### config.mk
export PLATFORM = sky130hd
export DESIGN_NAME = pmtc_top
export DESIGN_NICKNAME = d
export VERILOG_FILES = /design/src/pmtc_pkg.sv /design/src/pmtc_top.sv
export SDC_FILE = /design/constraint.sdc
export NUM_CORES = 1
export LEC_CHECK = 0
export BUFFER_PORTS_ARGS = -buffer_cell sky130_fd_sc_hd__buf_2
export CORE_MARGIN = 2
export CORE_UTILIZATION = 51
export DETAILED_ROUTE_END_ITERATION = 7
export PLACE_DENSITY = 0.74
export SLEW_MARGIN = 0
export SYNTH_ARGS = -nofsm -noshare
export SYNTH_HDL_FRONTEND = slang
export SYNTH_SLANG_ARGS = --single-unit
export TNS_END_PERCENT = 50
### constraint.sdc
create_clock -name CLK_SYS -period 8.1 [get_ports CLK_SYS]
set_clock_uncertainty 0.2 [all_clocks]
set_input_delay 1.62 -clock CLK_SYS [delete_from_list [all_inputs] [get_ports CLK_SYS]]
set_output_delay 1.62 -clock CLK_SYS [all_outputs]
set_load 0.05 [all_outputs]
### src/pmtc_pkg.sv
// Package for the loop monitor and periodic tick control block
package pmtc_pkg;

  // Register indices; byte address is four times the index
  localparam logic [3:0] IDX_TICK_STATUS = 4'h3;
  localparam logic [3:0] IDX_TICK_IRQ_EN = 4'h4;
  localparam logic [3:0] IDX_LOOP_CTRL = 4'h6;
  localparam logic [3:0] IDX_TICK_CTRL = 4'h7;

  // Reset values
  localparam logic [7:0] LOOP_CTRL_RST = 8'h00;
  localparam logic [7:0] TICK_CTRL_RST = 8'h00;

  // Status and enable bit positions
  localparam int TICK_FLAG_BIT = 7;
  localparam int BACKUP_ACTIVE_BIT = 1;
  localparam int TICK_IRQ_EN_BIT = 7;

  // Tick prescale field position and base shift
  localparam int PRESCALE_LSB = 4;
  localparam int PRESCALE_BASE = 9;

  // Clock failure watch window in system clocks
  localparam int WATCH_LIMIT_DEF = 64;

  // Loop control register layout, bit 7 first
  typedef struct packed {
    logic clock_fail_watch_enable;
    logic loop_power_on;
    logic auto_bandwidth;
    logic wide_loop_filter;
    logic reserved3;
    logic tick_run_in_light_stop;
    logic watchdog_run_in_light_stop;
    logic backup_clock_enable;
  } pmtc_loop_ctrl_t;

  // Tick control register layout
  typedef struct packed {
    logic reserved7;
    logic [2:0] prescale;
    logic [3:0] modulus;
  } pmtc_tick_ctrl_t;

  // Terminal count of crystal ticks for a tick control setting
  function automatic logic [20:0] tick_period(input pmtc_tick_ctrl_t t);
    logic [20:0] m;
    m = {17'h00000, t.modulus} + 21'h000001;
    return (m << (PRESCALE_BASE + int'(t.prescale))) - 21'h000001;
  endfunction

endpackage

### src/pmtc_top.sv
// Loop monitor and periodic tick control with classic Wishbone slave
`timescale 1ns/1ps
module pmtc_top
  import pmtc_pkg::*;
#(
  parameter int WATCH_LIMIT = WATCH_LIMIT_DEF
)
(
  // Clock and reset
  input wire logic CLK_SYS,
  input wire logic ARST_N,
  // Wishbone slave
  input wire logic CYC_I,
  input wire logic STB_I,
  input wire logic WE_I,
  input wire logic [5:0] ADR_I,
  input wire logic [3:0] SEL_I,
  input wire logic [31:0] DAT_I,
  output logic [31:0] DAT_O,
  output logic ACK_O,
  // Unit status inputs
  input wire logic CRYSTAL_TICK,
  input wire logic LOOP_CLOCK_SELECT,
  input wire logic LOOP_STOP_IN_WAIT,
  input wire logic LIGHT_STOP_SELECT,
  input wire logic STOP_MODE,
  input wire logic LIGHT_STOP,
  input wire logic SPECIAL_MODE,
  input wire logic FREQ_ERR_LARGE,
  // Control outputs
  output logic LOOP_POWER,
  output logic LOOP_AUTO_LOCK,
  output logic WIDE_FILTER,
  output logic WATCHDOG_RUN,
  output logic BACKUP_CLOCK_ACTIVE,
  output logic MONITOR_RESET_REQ,
  output logic TICK_IRQ
);

  pmtc_loop_ctrl_t loop_ff;
  pmtc_tick_ctrl_t tick_ctrl_ff;
  logic ack_ff;
  logic [31:0] rdata_ff;
  logic tick_flag_ff;
  logic tick_irq_en_ff;
  logic backup_active_ff;
  logic backup_written_ff;
  logic mon_reset_ff;
  logic [20:0] tick_cnt_ff;
  logic [15:0] watch_cnt_ff;
  logic [20:0] nxt_tick_cnt;
  logic req;
  logic wr;
  logic [3:0] idx;
  logic [7:0] wdat;
  logic wr_loop;
  logic wr_tick;
  logic tick_done;
  logic tick_frozen;
  logic watch_active;
  logic fail_detect;

  // Bus decode; a write lands on the edge where ack is seen high
  assign req = CYC_I & STB_I;
  assign idx = ADR_I[5:2];
  assign wdat = DAT_I[7:0];
  assign wr = req & ack_ff & WE_I & SEL_I[0];
  assign wr_loop = wr & (idx == IDX_LOOP_CTRL);
  assign wr_tick = wr & (idx == IDX_TICK_CTRL);

  // Ack one cycle after the request, dropped the cycle after
  always_ff @(posedge CLK_SYS or negedge ARST_N)
  begin
    if (!ARST_N)
      ack_ff <= 1'b0;
    else
      ack_ff <= req & ~ack_ff;
  end

  // Read data captured with the ack; unmapped indices read zero
  always_ff @(posedge CLK_SYS or negedge ARST_N)
  begin
    if (!ARST_N)
      rdata_ff <= 32'h00000000;
    else if (req & ~ack_ff)
    begin
      case (idx)
        IDX_LOOP_CTRL: rdata_ff <= {24'h000000, loop_ff};
        IDX_TICK_CTRL: rdata_ff <= {24'h000000, tick_ctrl_ff};
        IDX_TICK_STATUS:
          rdata_ff <= {24'h000000, tick_flag_ff, 5'h00, backup_active_ff, 1'b0};
        IDX_TICK_IRQ_EN: rdata_ff <= {24'h000000, tick_irq_en_ff, 7'h00};
        default: rdata_ff <= 32'h00000000;
      endcase
    end
  end

  // Watch enable; frozen while backup clock runs
  always_ff @(posedge CLK_SYS or negedge ARST_N)
  begin
    if (!ARST_N)
      loop_ff.clock_fail_watch_enable <= LOOP_CTRL_RST[7];
    else if (wr_loop & ~backup_active_ff)
      loop_ff.clock_fail_watch_enable <= wdat[7];
  end

  // Loop power; changing it under a selected loop clock would glitch the system
  always_ff @(posedge CLK_SYS or negedge ARST_N)
  begin
    if (!ARST_N)
      loop_ff.loop_power_on <= LOOP_CTRL_RST[6];
    else if (wr_loop & ~LOOP_CLOCK_SELECT)
      loop_ff.loop_power_on <= wdat[6];
  end

  // Auto bandwidth, pinned high by loop stop in wait
  always_ff @(posedge CLK_SYS or negedge ARST_N)
  begin
    if (!ARST_N)
      loop_ff.auto_bandwidth <= LOOP_CTRL_RST[5];
    else if (LOOP_STOP_IN_WAIT)
      loop_ff.auto_bandwidth <= 1'b1;
    else if (wr_loop)
      loop_ff.auto_bandwidth <= wdat[5];
  end

  // Freely writable bits; bit 3 stays reserved and reads zero
  always_ff @(posedge CLK_SYS or negedge ARST_N)
  begin
    if (!ARST_N)
    begin
      loop_ff.wide_loop_filter <= LOOP_CTRL_RST[4];
      loop_ff.reserved3 <= 1'b0;
      loop_ff.tick_run_in_light_stop <= LOOP_CTRL_RST[2];
      loop_ff.watchdog_run_in_light_stop <= LOOP_CTRL_RST[1];
    end
    else if (wr_loop)
    begin
      loop_ff.wide_loop_filter <= wdat[4];
      loop_ff.reserved3 <= 1'b0;
      loop_ff.tick_run_in_light_stop <= wdat[2];
      loop_ff.watchdog_run_in_light_stop <= wdat[1];
    end
  end

  // Backup enable: write once outside special modes, no clear while active
  always_ff @(posedge CLK_SYS or negedge ARST_N)
  begin
    if (!ARST_N)
    begin
      loop_ff.backup_clock_enable <= LOOP_CTRL_RST[0];
      backup_written_ff <= 1'b0;
    end
    else if (wr_loop & (SPECIAL_MODE | ~backup_written_ff))
    begin
      backup_written_ff <= 1'b1;
      if (wdat[0] | ~backup_active_ff)
        loop_ff.backup_clock_enable <= wdat[0];
    end
  end

  // Clock failure watch: no crystal tick within the window means failure
  assign watch_active = loop_ff.clock_fail_watch_enable & ~(STOP_MODE & ~LIGHT_STOP_SELECT);
  assign fail_detect = watch_active & (watch_cnt_ff == 16'(WATCH_LIMIT - 1)) & ~CRYSTAL_TICK;

  // Window counter, restarted by every crystal tick
  always_ff @(posedge CLK_SYS or negedge ARST_N)
  begin
    if (!ARST_N)
      watch_cnt_ff <= 16'h0000;
    else if (~watch_active | CRYSTAL_TICK | fail_detect)
      watch_cnt_ff <= 16'h0000;
    else
      watch_cnt_ff <= watch_cnt_ff + 16'h0001;
  end

  // Failure response; backup mode ends when the crystal returns
  always_ff @(posedge CLK_SYS or negedge ARST_N)
  begin
    if (!ARST_N)
    begin
      backup_active_ff <= 1'b0;
      mon_reset_ff <= 1'b0;
    end
    else
    begin
      mon_reset_ff <= fail_detect & ~loop_ff.backup_clock_enable;
      if (fail_detect & loop_ff.backup_clock_enable)
        backup_active_ff <= 1'b1;
      else if (CRYSTAL_TICK)
        backup_active_ff <= 1'b0;
    end
  end

  // Tick counter on crystal ticks; frozen, not cleared, in light stop unless tick_run_in_light_stop is set
  assign tick_frozen = LIGHT_STOP & ~loop_ff.tick_run_in_light_stop;
  assign tick_done = CRYSTAL_TICK & ~tick_frozen & (tick_ctrl_ff.prescale != 3'h0) &
                     (tick_cnt_ff == tick_period(tick_ctrl_ff));

  // Next tick count
  always_comb
  begin
    nxt_tick_cnt = tick_cnt_ff;
    if (wr_tick | (tick_ctrl_ff.prescale == 3'h0) | tick_done)
      nxt_tick_cnt = 21'h000000;
    else if (CRYSTAL_TICK & ~tick_frozen)
      nxt_tick_cnt = tick_cnt_ff + 21'h000001;
  end

  // Tick counter register
  always_ff @(posedge CLK_SYS or negedge ARST_N)
  begin
    if (!ARST_N)
      tick_cnt_ff <= 21'h000000;
    else
      tick_cnt_ff <= nxt_tick_cnt;
  end

  // Tick control register, writable at any time
  always_ff @(posedge CLK_SYS or negedge ARST_N)
  begin
    if (!ARST_N)
      tick_ctrl_ff <= TICK_CTRL_RST;
    else if (wr_tick)
      tick_ctrl_ff <= {1'b0, wdat[6:0]};
  end

  // Tick flag, write one to clear; a new tick beats the clear
  always_ff @(posedge CLK_SYS or negedge ARST_N)
  begin
    if (!ARST_N)
      tick_flag_ff <= 1'b0;
    else if (tick_done)
      tick_flag_ff <= 1'b1;
    else if (wr & (idx == IDX_TICK_STATUS) & wdat[TICK_FLAG_BIT])
      tick_flag_ff <= 1'b0;
  end

  // Tick interrupt enable
  always_ff @(posedge CLK_SYS or negedge ARST_N)
  begin
    if (!ARST_N)
      tick_irq_en_ff <= 1'b0;
    else if (wr & (idx == IDX_TICK_IRQ_EN))
      tick_irq_en_ff <= wdat[TICK_IRQ_EN_BIT];
  end

  // Outputs to the rest of the unit
  assign DAT_O = rdata_ff;
  assign ACK_O = ack_ff;
  assign LOOP_POWER = loop_ff.loop_power_on | backup_active_ff;
  assign LOOP_AUTO_LOCK = LOOP_POWER & loop_ff.auto_bandwidth;
  assign WIDE_FILTER = loop_ff.auto_bandwidth ? FREQ_ERR_LARGE : loop_ff.wide_loop_filter;
  assign WATCHDOG_RUN = ~(LIGHT_STOP & ~loop_ff.watchdog_run_in_light_stop);
  assign BACKUP_CLOCK_ACTIVE = backup_active_ff;
  assign MONITOR_RESET_REQ = mon_reset_ff;
  assign TICK_IRQ = tick_flag_ff & tick_irq_en_ff;

endmodule // pmtc_top
# Yosys cells after proc, flatten, opt, wreduce, memory -nomap -nowiden
# Cells that the tools add are included.
# W data, S select, Z words.
# op_classes
n_addsub,5
n_eq_ne,6
n_shift,1
mux,11
bitwise_logic,46
n_reduce_logical,7
# op_table
cell,count
$mux W21,2
$pmux W8 S4,1
$and A1 B1 Y1,26
$add A21 B1 Y21 const B,1
$eq A21 B21 Y1,1
$shl A5 B5 Y21,1
$sub A21 B1 Y21 const B,1
$add A16 B1 Y16 const B,1
$eq A16 B6 Y1 const B,1
$mux W16,1
$not A1 Y1,13
$eq A4 B3 Y1 const B,3
$reduce_bool A2 Y1,4
$mux W1,7
$or A1 B1 Y1,7
$add A4 B1 Y5 const B,1
$add A4 B3 Y5 const A,1
$eq A4 B2 Y1 const B,1
$logic_not A3 Y1,1
$reduce_bool A3 Y1,1
$reduce_and A2 Y1,1
# word_totals
ff_bits,89
inputBits,55
output_inout_bits,40
elab_cells,94

# Logic depth before layout (Yosys ltp)
# Gate-level depths: netlist of run 1.
# logic_depth
ltp_word,8
ltp_mapped,19
depth_no_buf,15

# Worst setup path after synthesis of run 1
# No wires, ideal clock.
# synth_timing
path_type,register to register
start,reg tick_ctrl_ff[4] (netlist bit)
end,reg tick_cnt_ff[11]
setup_time_ns,0.116
t_arrival_ns,3.720
t_required_ns,7.784
slack_ns,4.064
path_stages_with_launch,20
path_buffers,5
synth_period_minus_slack_ns,4.036
cell_sequence,dfrtp_1 -> buf_6 -> buf_8 -> inv_1 -> ha_1 -> buf_2 -> buf_2 -> nor3b_1 -> nand2_1 -> ha_1 -> xnor2_1 -> nand4_1 -> o31ai_1 -> a41oi_1 -> a31o_2 -> nor4_1 -> and4_1 -> and4_4 -> buf_6 -> nor2_1
# synth_between
elab_chain_len,7
elab_cells_between_ends,12
classes_between,add/sub (2); eq/ne (1); shift (1); mux (1); bitwise (4); reduce/logical (3)
# synth_rtl
item,line,rtl
from (decl),pmtc_top.sv:41,pmtc_tick_ctrl_t tick_ctrl_ff;
from (signal assigned),pmtc_top.sv:225,"tick_ctrl_ff <= {1'b0, wdat[6:0]};"
$add A4 B3 Y5,pmtc_pkg.sv:49,return (m << (PRESCALE_BASE + int'(t.prescale))) - 21'h000001;
$shl A5 B5 Y21,pmtc_pkg.sv:49,
$sub A21 B1 Y21,pmtc_pkg.sv:49,
$eq A21 B21 Y1,pmtc_top.sv:198,(tick_cnt_ff == tick_period(tick_ctrl_ff));
$and A1 B1 Y1,pmtc_top.sv:197,assign tick_done = CRYSTAL_TICK & ~tick_frozen & (tick_ctrl_ff.prescale != 3'h0) &
$or A1 B1 Y1 (*),pmtc_top.sv:204,if (wr_tick | (tick_ctrl_ff.prescale == 3'h0) | tick_done)
$mux W21 / $reduce_bool A2 Y1 (equally long branches),--,
to (signal assigned),pmtc_top.sv:216,tick_cnt_ff <= nxt_tick_cnt;
to (decl),pmtc_top.sv:49,logic [20:0] tick_cnt_ff;
# Mark *: on every way between the ends. The rest lies on a longest branch, timed or not.
# A chain may end at the register's enable or synchronous reset.

# Final worst setup path of run 1
# layout_timing
start,reg tick_ctrl_ff[4] (netlist bit)
end,reg tick_cnt_ff[0]
# The elaborated chain is that of the path after synthesis.

==> results.json, run 1 <==
{
  "status": "complete, no violations",
  "grt_usage": 0.2320,
  "cts_resized": 0,
  "sequentialPowerShare": 0.482,
  "cts_made_buffers": 9,
  "ant_nets": 0,
  "maxCapViolCount": 0,
  "num_rows": 36,
  "max_slew_margin": 0.3828,
  "io_pins": 95,
  "cts_tree": "yes",
  "setup_viol": 0,
  "dieArea_mm2": 0.01072,
  "hold_viol": 0,
  "fmax_mhz": 197.5,
  "cts_max_path_buffers": 2,
  "setup.worst_path.start_class": "register",
  "p_switching_mw": 0.2180,
  "async_reset_ff_frac": 1.000,
  "min_period_ns": 5.063,
  "min_path_type": "register to register",
  "synth_edf_count": 0,
  "worstSetupPathType": "register to register",
  "root_buffer": "clkbuf_8",
  "seq_area_frac_synth": 0.3220,
  "die_x_um": 103.5,
  "grt_pass1_vias": 4245,
  "ys_types": 74,
  "clkSinkCount": 65,
  "yosysWarnings": 0,
  "cts_max_level": 3,
  "power_mw": 0.6858,
  "internal_power_mw": 0.4678,
  "min_to": "backup_written_ff",
  "place_area_mm2": 0.005169,
  "vias": 4514,
  "r2r-end": "tick_cnt_ff[0]",
  "drtIter0Drc": 294,
  "cts_hold_buf": 0,
  "p_per_area_mw_per_mm2": 128.1,
  "min-delay-start": "backup_written_ff",
  "drive_above_1_share": 0.1535,
  "grt_max_degree": 66,
  "worstRegToRegCells": 11,
  "sw_frac_of_total": 0.3178,
  "hpwl_mm": 8.973,
  "worst_ep_arrival_time_ns": 5.09,
  "end_kind": "register",
  "post-route-period-util": 0.6251,
  "grt-ovfl-total": 0,
  "nNetsFinal": 689,
  "tightest_slew_ns": 0.9258,
  "grt_antenna_before_repair": 0,
  "wire_per_inst_um": 15.61,
  "core_area_mm2": 0.009684,
  "drc": 0,
  "timing.hold.ws_ns": 0.2653,
  "die_h_um": 103.5,
  "setup_tns_ns": 0,
  "synth_seq_cells": 65,
  "postSynthCellCount": 605,
  "clkLatencyLatePin_ns": 0.35,
  "fin_ws_ns": 3.037,
  "grt_pass1_wl_mm": 20.56,
  "via_per_inst": 5.901,
  "reg2reg_slack_ns": 3.04,
  "synth_area_per_cell_um2": 8.349,
  "routed_wl_mm": 11.95,
  "yosysTopAreaCellShare": 0.3220,
  "pwr-share-clk": 0.381,
  "holdPathStages": 1,
  "worstPathMaxFanout": 34,
  "peakVddDrop_mv": 0.1087,
  "initial_core_util": 0.5216,
  "leakage_nw": 2.314,
  "io_buffers": 41,
  "area_delta_synth_final_pct": 5.994,
  "finalInstanceArea_mm2": 0.005354,
  "rr_startpoint": "tick_ctrl_ff[4]",
  "clk_pin_slew_worst_paths_ns": 0.08,
  "finalMaxSlewViolations": 0,
  "pre_cts_ws_ns": 3.157,
  "routabilityCongestion": 0.9651,
  "required_ns": 8.13,
  "combPwrFrac": 0.137,
  "drtPass1Iterations": 5,
  "rsz0062_at_grt": "false",
  "post_cts_buffers": 0,
  "diodes": 0,
  "synth_top_area_cell": "dfrtp_1",
  "synthFlopType": "dfrtp_1",
  "synth_area_leaders": "dfrtp_1 32%, xnor2_1 6.1%, nor2_1 5.1%",
  "netlist_area_mm2": 0.005051
}
==> power by group through the flow <==
stage	combinational, mW	sequential [mW]	clock (mW)
2_1_floorplan	0.0796	0.336	0
3_3_place_gp	0.0914	0.337	0
3_5_place_dp	0.0924	0.337	0
4_1_cts	0.0929	0.330	0.269
5_1_grt	0.101	0.331	0.283
6_report	0.0938	0.330	0.262
==> logic make-up after synthesis <==
family	Yosys count	synth area share
flops	65	0.3220
fa+ha+maj	7	0.01734
buf+inv	69	0.08075
mux	20	0.04360
xor+xnor	55	0.09834
other cells	1	0.0007424
compound gates	117	0.1645
simple gates	271	0.2727
==> flip-flops by register name, summed over array words and instances (netlist names) <==
signal and cells:
tick_cnt_ff 21, watch_cnt_ff 16, ACK_O 1, loop_ff 7
tick_flag_ff 1, MONITOR_RESET_REQ 1, tick_ctrl_ff 7, BACKUP_CLOCK_ACTIVE 1
backup_written_ff 1, DAT_O 8, tick_irq_en_ff 1
==> final cells by class <==
class                           count  area, um^2
Sequential cell                    65        1627
Inverter                           14       52.55
Timing Repair Buffer               43       220.2
Clock inverter                      7       61.31
Clock buffer                        9       123.9
Multi-Input combinational cell    494        3103
Fill cell                         944        4330
Tap cell                          133       166.4
==> critical path, stage by stage (launching register included) <==
cell,delay (ns)
dfrtp_1,0.95
inv_1,0.17
ha_1,0.62
or2_2,0.47
o221ai_1,0.48
nor4_1,0.12
a21oi_1,0.77
nor2_1,0.15
mux2i_1,0.15
a211oi_1,0.29
and4_4,0.45
nor2_1,0.09
==> layout by cell type (no fill, tap or decap), types with 9 or more instances in the layout <==
cell / Yosys / routed
nor2_1: 69 / 69
nand2_1: 68 / 68
dfrtp_1: 65 / 65
buf_2: 5 / 41
xnor2_1: 35 / 35
nand3_1: 31 / 31
o21ai_0: 27 / 27
conb_1: 1 / 24
xor2_1: 18 / 18
a21oi_1: 18 / 18
mux2_2: 16 / 16
inv_1: 14 / 14
and3_1: 13 / 13
and2_1: 12 / 12
nand4_1: 12 / 12
clkbuf_8: 0 / 9
==> synth_stat cells, types with 5 or more instances <==
| library cell | count |
|---|---|
| or2_2 | 7 |
| nand3_1 | 31 |
| buf_4 | 25 |
| buf_2 | 5 |
| a21oi_1 | 18 |
| nor2b_1 | 6 |
| a211oi_1 | 6 |
| o21ai_0 | 27 |
| ha_1 | 7 |
| nand4_1 | 12 |
| nand2b_1 | 8 |
| nor3_1 | 8 |
| a22oi_1 | 8 |
| dfrtp_1 | 65 |
| and2_1 | 12 |
| a31oi_1 | 7 |
| clkbuf_1 | 19 |
| xor2_1 | 18 |
| inv_1 | 14 |
| mux2_2 | 16 |
| xnor2_1 | 35 |
| nand2_1 | 68 |
| buf_6 | 5 |
| or3_1 | 5 |
| nor4_1 | 6 |
| nor2_1 | 69 |
| and3_1 | 13 |
==> layer usage <==
layer  track usage  vias up  part of all wire
li1              -     2166                 -
met1        0.3230     2160              0.46
met2        0.3623      151              0.45
met3       0.03210       37             0.056
met4        0.1014        0             0.028
met5             0        -                 0
==> per-stage QoR <==
step	cells	util
after global placement	749	0.5337
after CTS	765	0.5528
after floorplan	628	-
after global routing	765	0.5528
after detailed placement	749	0.5337
final	765	0.5528
==> worst max path at each step <==
stage	slack, ns	endpoint	start
final	3.04	tick_cnt_ff[0]	tick_ctrl_ff[4]
after CTS	3.15	tick_cnt_ff[16]	tick_ctrl_ff[4]
after global routing	2.59	tick_cnt_ff[6]	tick_ctrl_ff[4]
after floorplan	4.06	tick_cnt_ff[11]	tick_ctrl_ff[4]
after detailed placement	3.16	tick_cnt_ff[14]	tick_ctrl_ff[4]
after global placement	3.24	tick_cnt_ff[2]	tick_ctrl_ff[4]
Note: power is estimated with default switching activity, not from simulation.
==> inputs of run 2 (changes only) <==
--- a/config.mk
+++ b/config.mk
@@ -9,7 +9,7 @@
 export CORE_MARGIN = 2
 export CORE_UTILIZATION = 51
 export DETAILED_ROUTE_END_ITERATION = 7
-export PLACE_DENSITY = 0.74
+export PLACE_DENSITY = 0.77
 export SLEW_MARGIN = 0
 export SYNTH_ARGS = -nofsm -noshare
 export SYNTH_HDL_FRONTEND = slang
==> constraint.sdc (replaced) <==
create_clock -name CLK_SYS -period 4.2 [get_ports CLK_SYS]
set_clock_uncertainty 0.2 [all_clocks]
set_input_delay 0.84 -clock CLK_SYS [delete_from_list [all_inputs] [get_ports CLK_SYS]]
set_output_delay 0.84 -clock CLK_SYS [all_outputs]
set_load 0.05 [all_outputs]
==> run 2 against run 1 <==
Worst hold slack better by 0.014 ns. Clock-buffer cell count increased by 1. Combinational power up 110%. Non-clock buffer count is 20 higher. Wire length grew 9.2%. Total power grew 110%. Fmax increased by 25%. Via count grew 4.3%. Setup slack got worse by 2.9 ns. Largest cell class unchanged. Largest power group unchanged.
==> results.json, run 2 (synthesized netlist as in run 1, its figures left out) <==
{
  "status": "complete, no violations",
  "routabilityCongestion": 0.9648,
  "io_buffers": 41,
  "drc": 0,
  "drive_above_1_share": 0.1853,
  "timing.hold.ws_ns": 0.2789,
  "drtPass1Iterations": 5,
  "worstPathMaxFanout": 12,
  "core_area_mm2": 0.009684,
  "root_buffer": "clkbuf_8",
  "fmax_mhz": 246.2,
  "cts_made_buffers": 9,
  "vias": 4706,
  "initial_core_util": 0.5216,
  "num_rows": 36,
  "grt_max_degree": 46,
  "hpwl_mm": 9.712,
  "clkLatencyLatePin_ns": 0.35,
  "grt_antenna_before_repair": 0,
  "io_pins": 95,
  "required_ns": 4.23,
  "nNetsFinal": 710,
  "wire_per_inst_um": 16.59,
  "drtIter0Drc": 410,
  "top_register": "tick_cnt_ff",
  "largest_reg_flops": 21,
  "min_period_ns": 4.061,
  "grt_pass1_wl_mm": 21.75,
  "hold_viol": 0,
  "cts_max_level": 3,
  "setup_tns_ns": 0,
  "grt_usage": 0.2446,
  "post-route-period-util": 0.9669,
  "diodes": 0,
  "routed_wl_mm": 13.04,
  "place_inst": 769,
  "grt_pass1_vias": 4564,
  "dieArea_mm2": 0.01072,
  "clkSinkCount": 65,
  "peakVddDrop_mv": 0.1635,
  "die_x_um": 103.5,
  "final_common_cell": "nor2_1",
  "die_h_um": 103.5,
  "area_delta_synth_final_pct": 10.28,
  "place_area_mm2": 0.005319,
  "maxCapViolCount": 0,
  "finalMaxSlewViolations": 0,
  "min_path_type": "register to register",
  "setup_viol": 0,
  "cts_tree": "yes",
  "n_fill_cell": 868,
  "post-route-util": 0.5752,
  "tightest_slew_ns": 0.9689,
  "post_cts_buffers": 0,
  "layout_common_cells": "69 x nor2_1, 68 x nand2_1, 65 x dfrtp_1",
  "final_cells": 786,
  "end_kind": "register",
  "clk_pin_slew_worst_paths_ns": 0.08,
  "via_per_inst": 5.987,
  "worstSetupPathType": "register to register",
  "setup.worst_path.start_class": "register",
  "multi_input_comb_area_mm2": 0.003136,
  "ant_nets": 0,
  "seqCellArea_mm2": 0.001627,
  "finalInstanceArea_mm2": 0.005570,
  "worst_ep_arrival_time_ns": 4.09,
  "leakage_nw": 2.448,
  "max_slew_margin": 0.3541,
  "p_per_area_mw_per_mm2": 255.7,
  "grt-ovfl-total": 0,
  "rsz0062_at_grt": "false",
  "cts_max_path_buffers": 2,
  "cts_hold_buf": 0
}
-- run 2: cell types whose count changed in the layout (fill, tap and decap cells not counted), moves of 2 or more --
| cell | change |
|---|---|
| clkinvlp_4 | -2 |
| inv_6 | -2 |
| buf_4 | +20 |
| bufinv_16 | +2 |
-- run 2: worst max-delay path: stages (launching register included) --
cell	delay (ns)
dfrtp_1	0.43
ha_1	0.20
ha_2	0.46
or2_2	0.22
o32a_2	0.19
o211ai_2	0.18
or4_1	0.59
or3_1	0.38
a21oi_2	0.16
xor2_1	0.23
o2111a_1	0.28
and4_4	0.34
nor2_1	0.07
-- run 2: path summary, 6_finish.rpt --
kind | from | endpoint | slack [ns] | cells past startpoint
min in group asynchronous | ARST_N | watch_cnt_ff[13] | 0.43 | 1
max in group asynchronous | ARST_N | tick_cnt_ff[13] | 2.50 | 2
worst min register to register | backup_written_ff | backup_written_ff | 0.28 | 1
worst max register to register | tick_ctrl_ff[5] | tick_cnt_ff[16] | 0.14 | 12
worst max-delay path | tick_ctrl_ff[5] | tick_cnt_ff[16] | 0.14 | 12
worst min-delay path | backup_written_ff | backup_written_ff | 0.28 | 1
-- run 2: routing by layer --
layer  up-vias  routed length (um)  GRT usage  share of wire
met5         -                   0          0              0
met4         0                 277    0.09459          0.021
met3        28                 740    0.03210          0.057
met2       194                6398     0.4134           0.49
met1      2291                5627     0.3200           0.43
li1       2193                   -          -              -
-- run 2: layout make-up --
| class | count | share of cell area |
|---|---|---|
| clock inverters | 6 | 0.01640 |
| well taps | 133 | 0.02987 |
| flip-flops and latches | 65 | 0.2920 |
| inverters | 14 | 0.009434 |
| multi-input cells | 495 | 0.5629 |
| clock buffers | 10 | 0.02291 |
| repair buffers | 63 | 0.06649 |
-- run 2: power breakdown --
part           total (mW)  switching [mW]  internal [mW]  leakage [nW]
clock network       0.592           0.254          0.337         0.111
logic               0.198           0.143         0.0547          1.44
registers           0.635         0.00532          0.630         0.901
total                1.42           0.403           1.02          2.45
-- run 2: metrics by stage --
stage | worst slack [ns] | total power [mW]
6_report | 0.1389 | 1.425
5_1_grt | 0.0009424 | 1.479
4_1_cts | 0.09691 | 1.431
3_5_place_dp | 0.1447 | 0.8364
3_3_place_gp | 0.1836 | 0.8333
2_1_floorplan | 0.1638 | 0.8010
-- run 2: repair_timing --
| action | 4_1_cts | 5_1_grt |
|---|---|---|
| setup endpoints to repair | 0 | 22 |
| hold endpoints to repair | 0 | 0 |
| gates resized for setup | 0 | 5 |
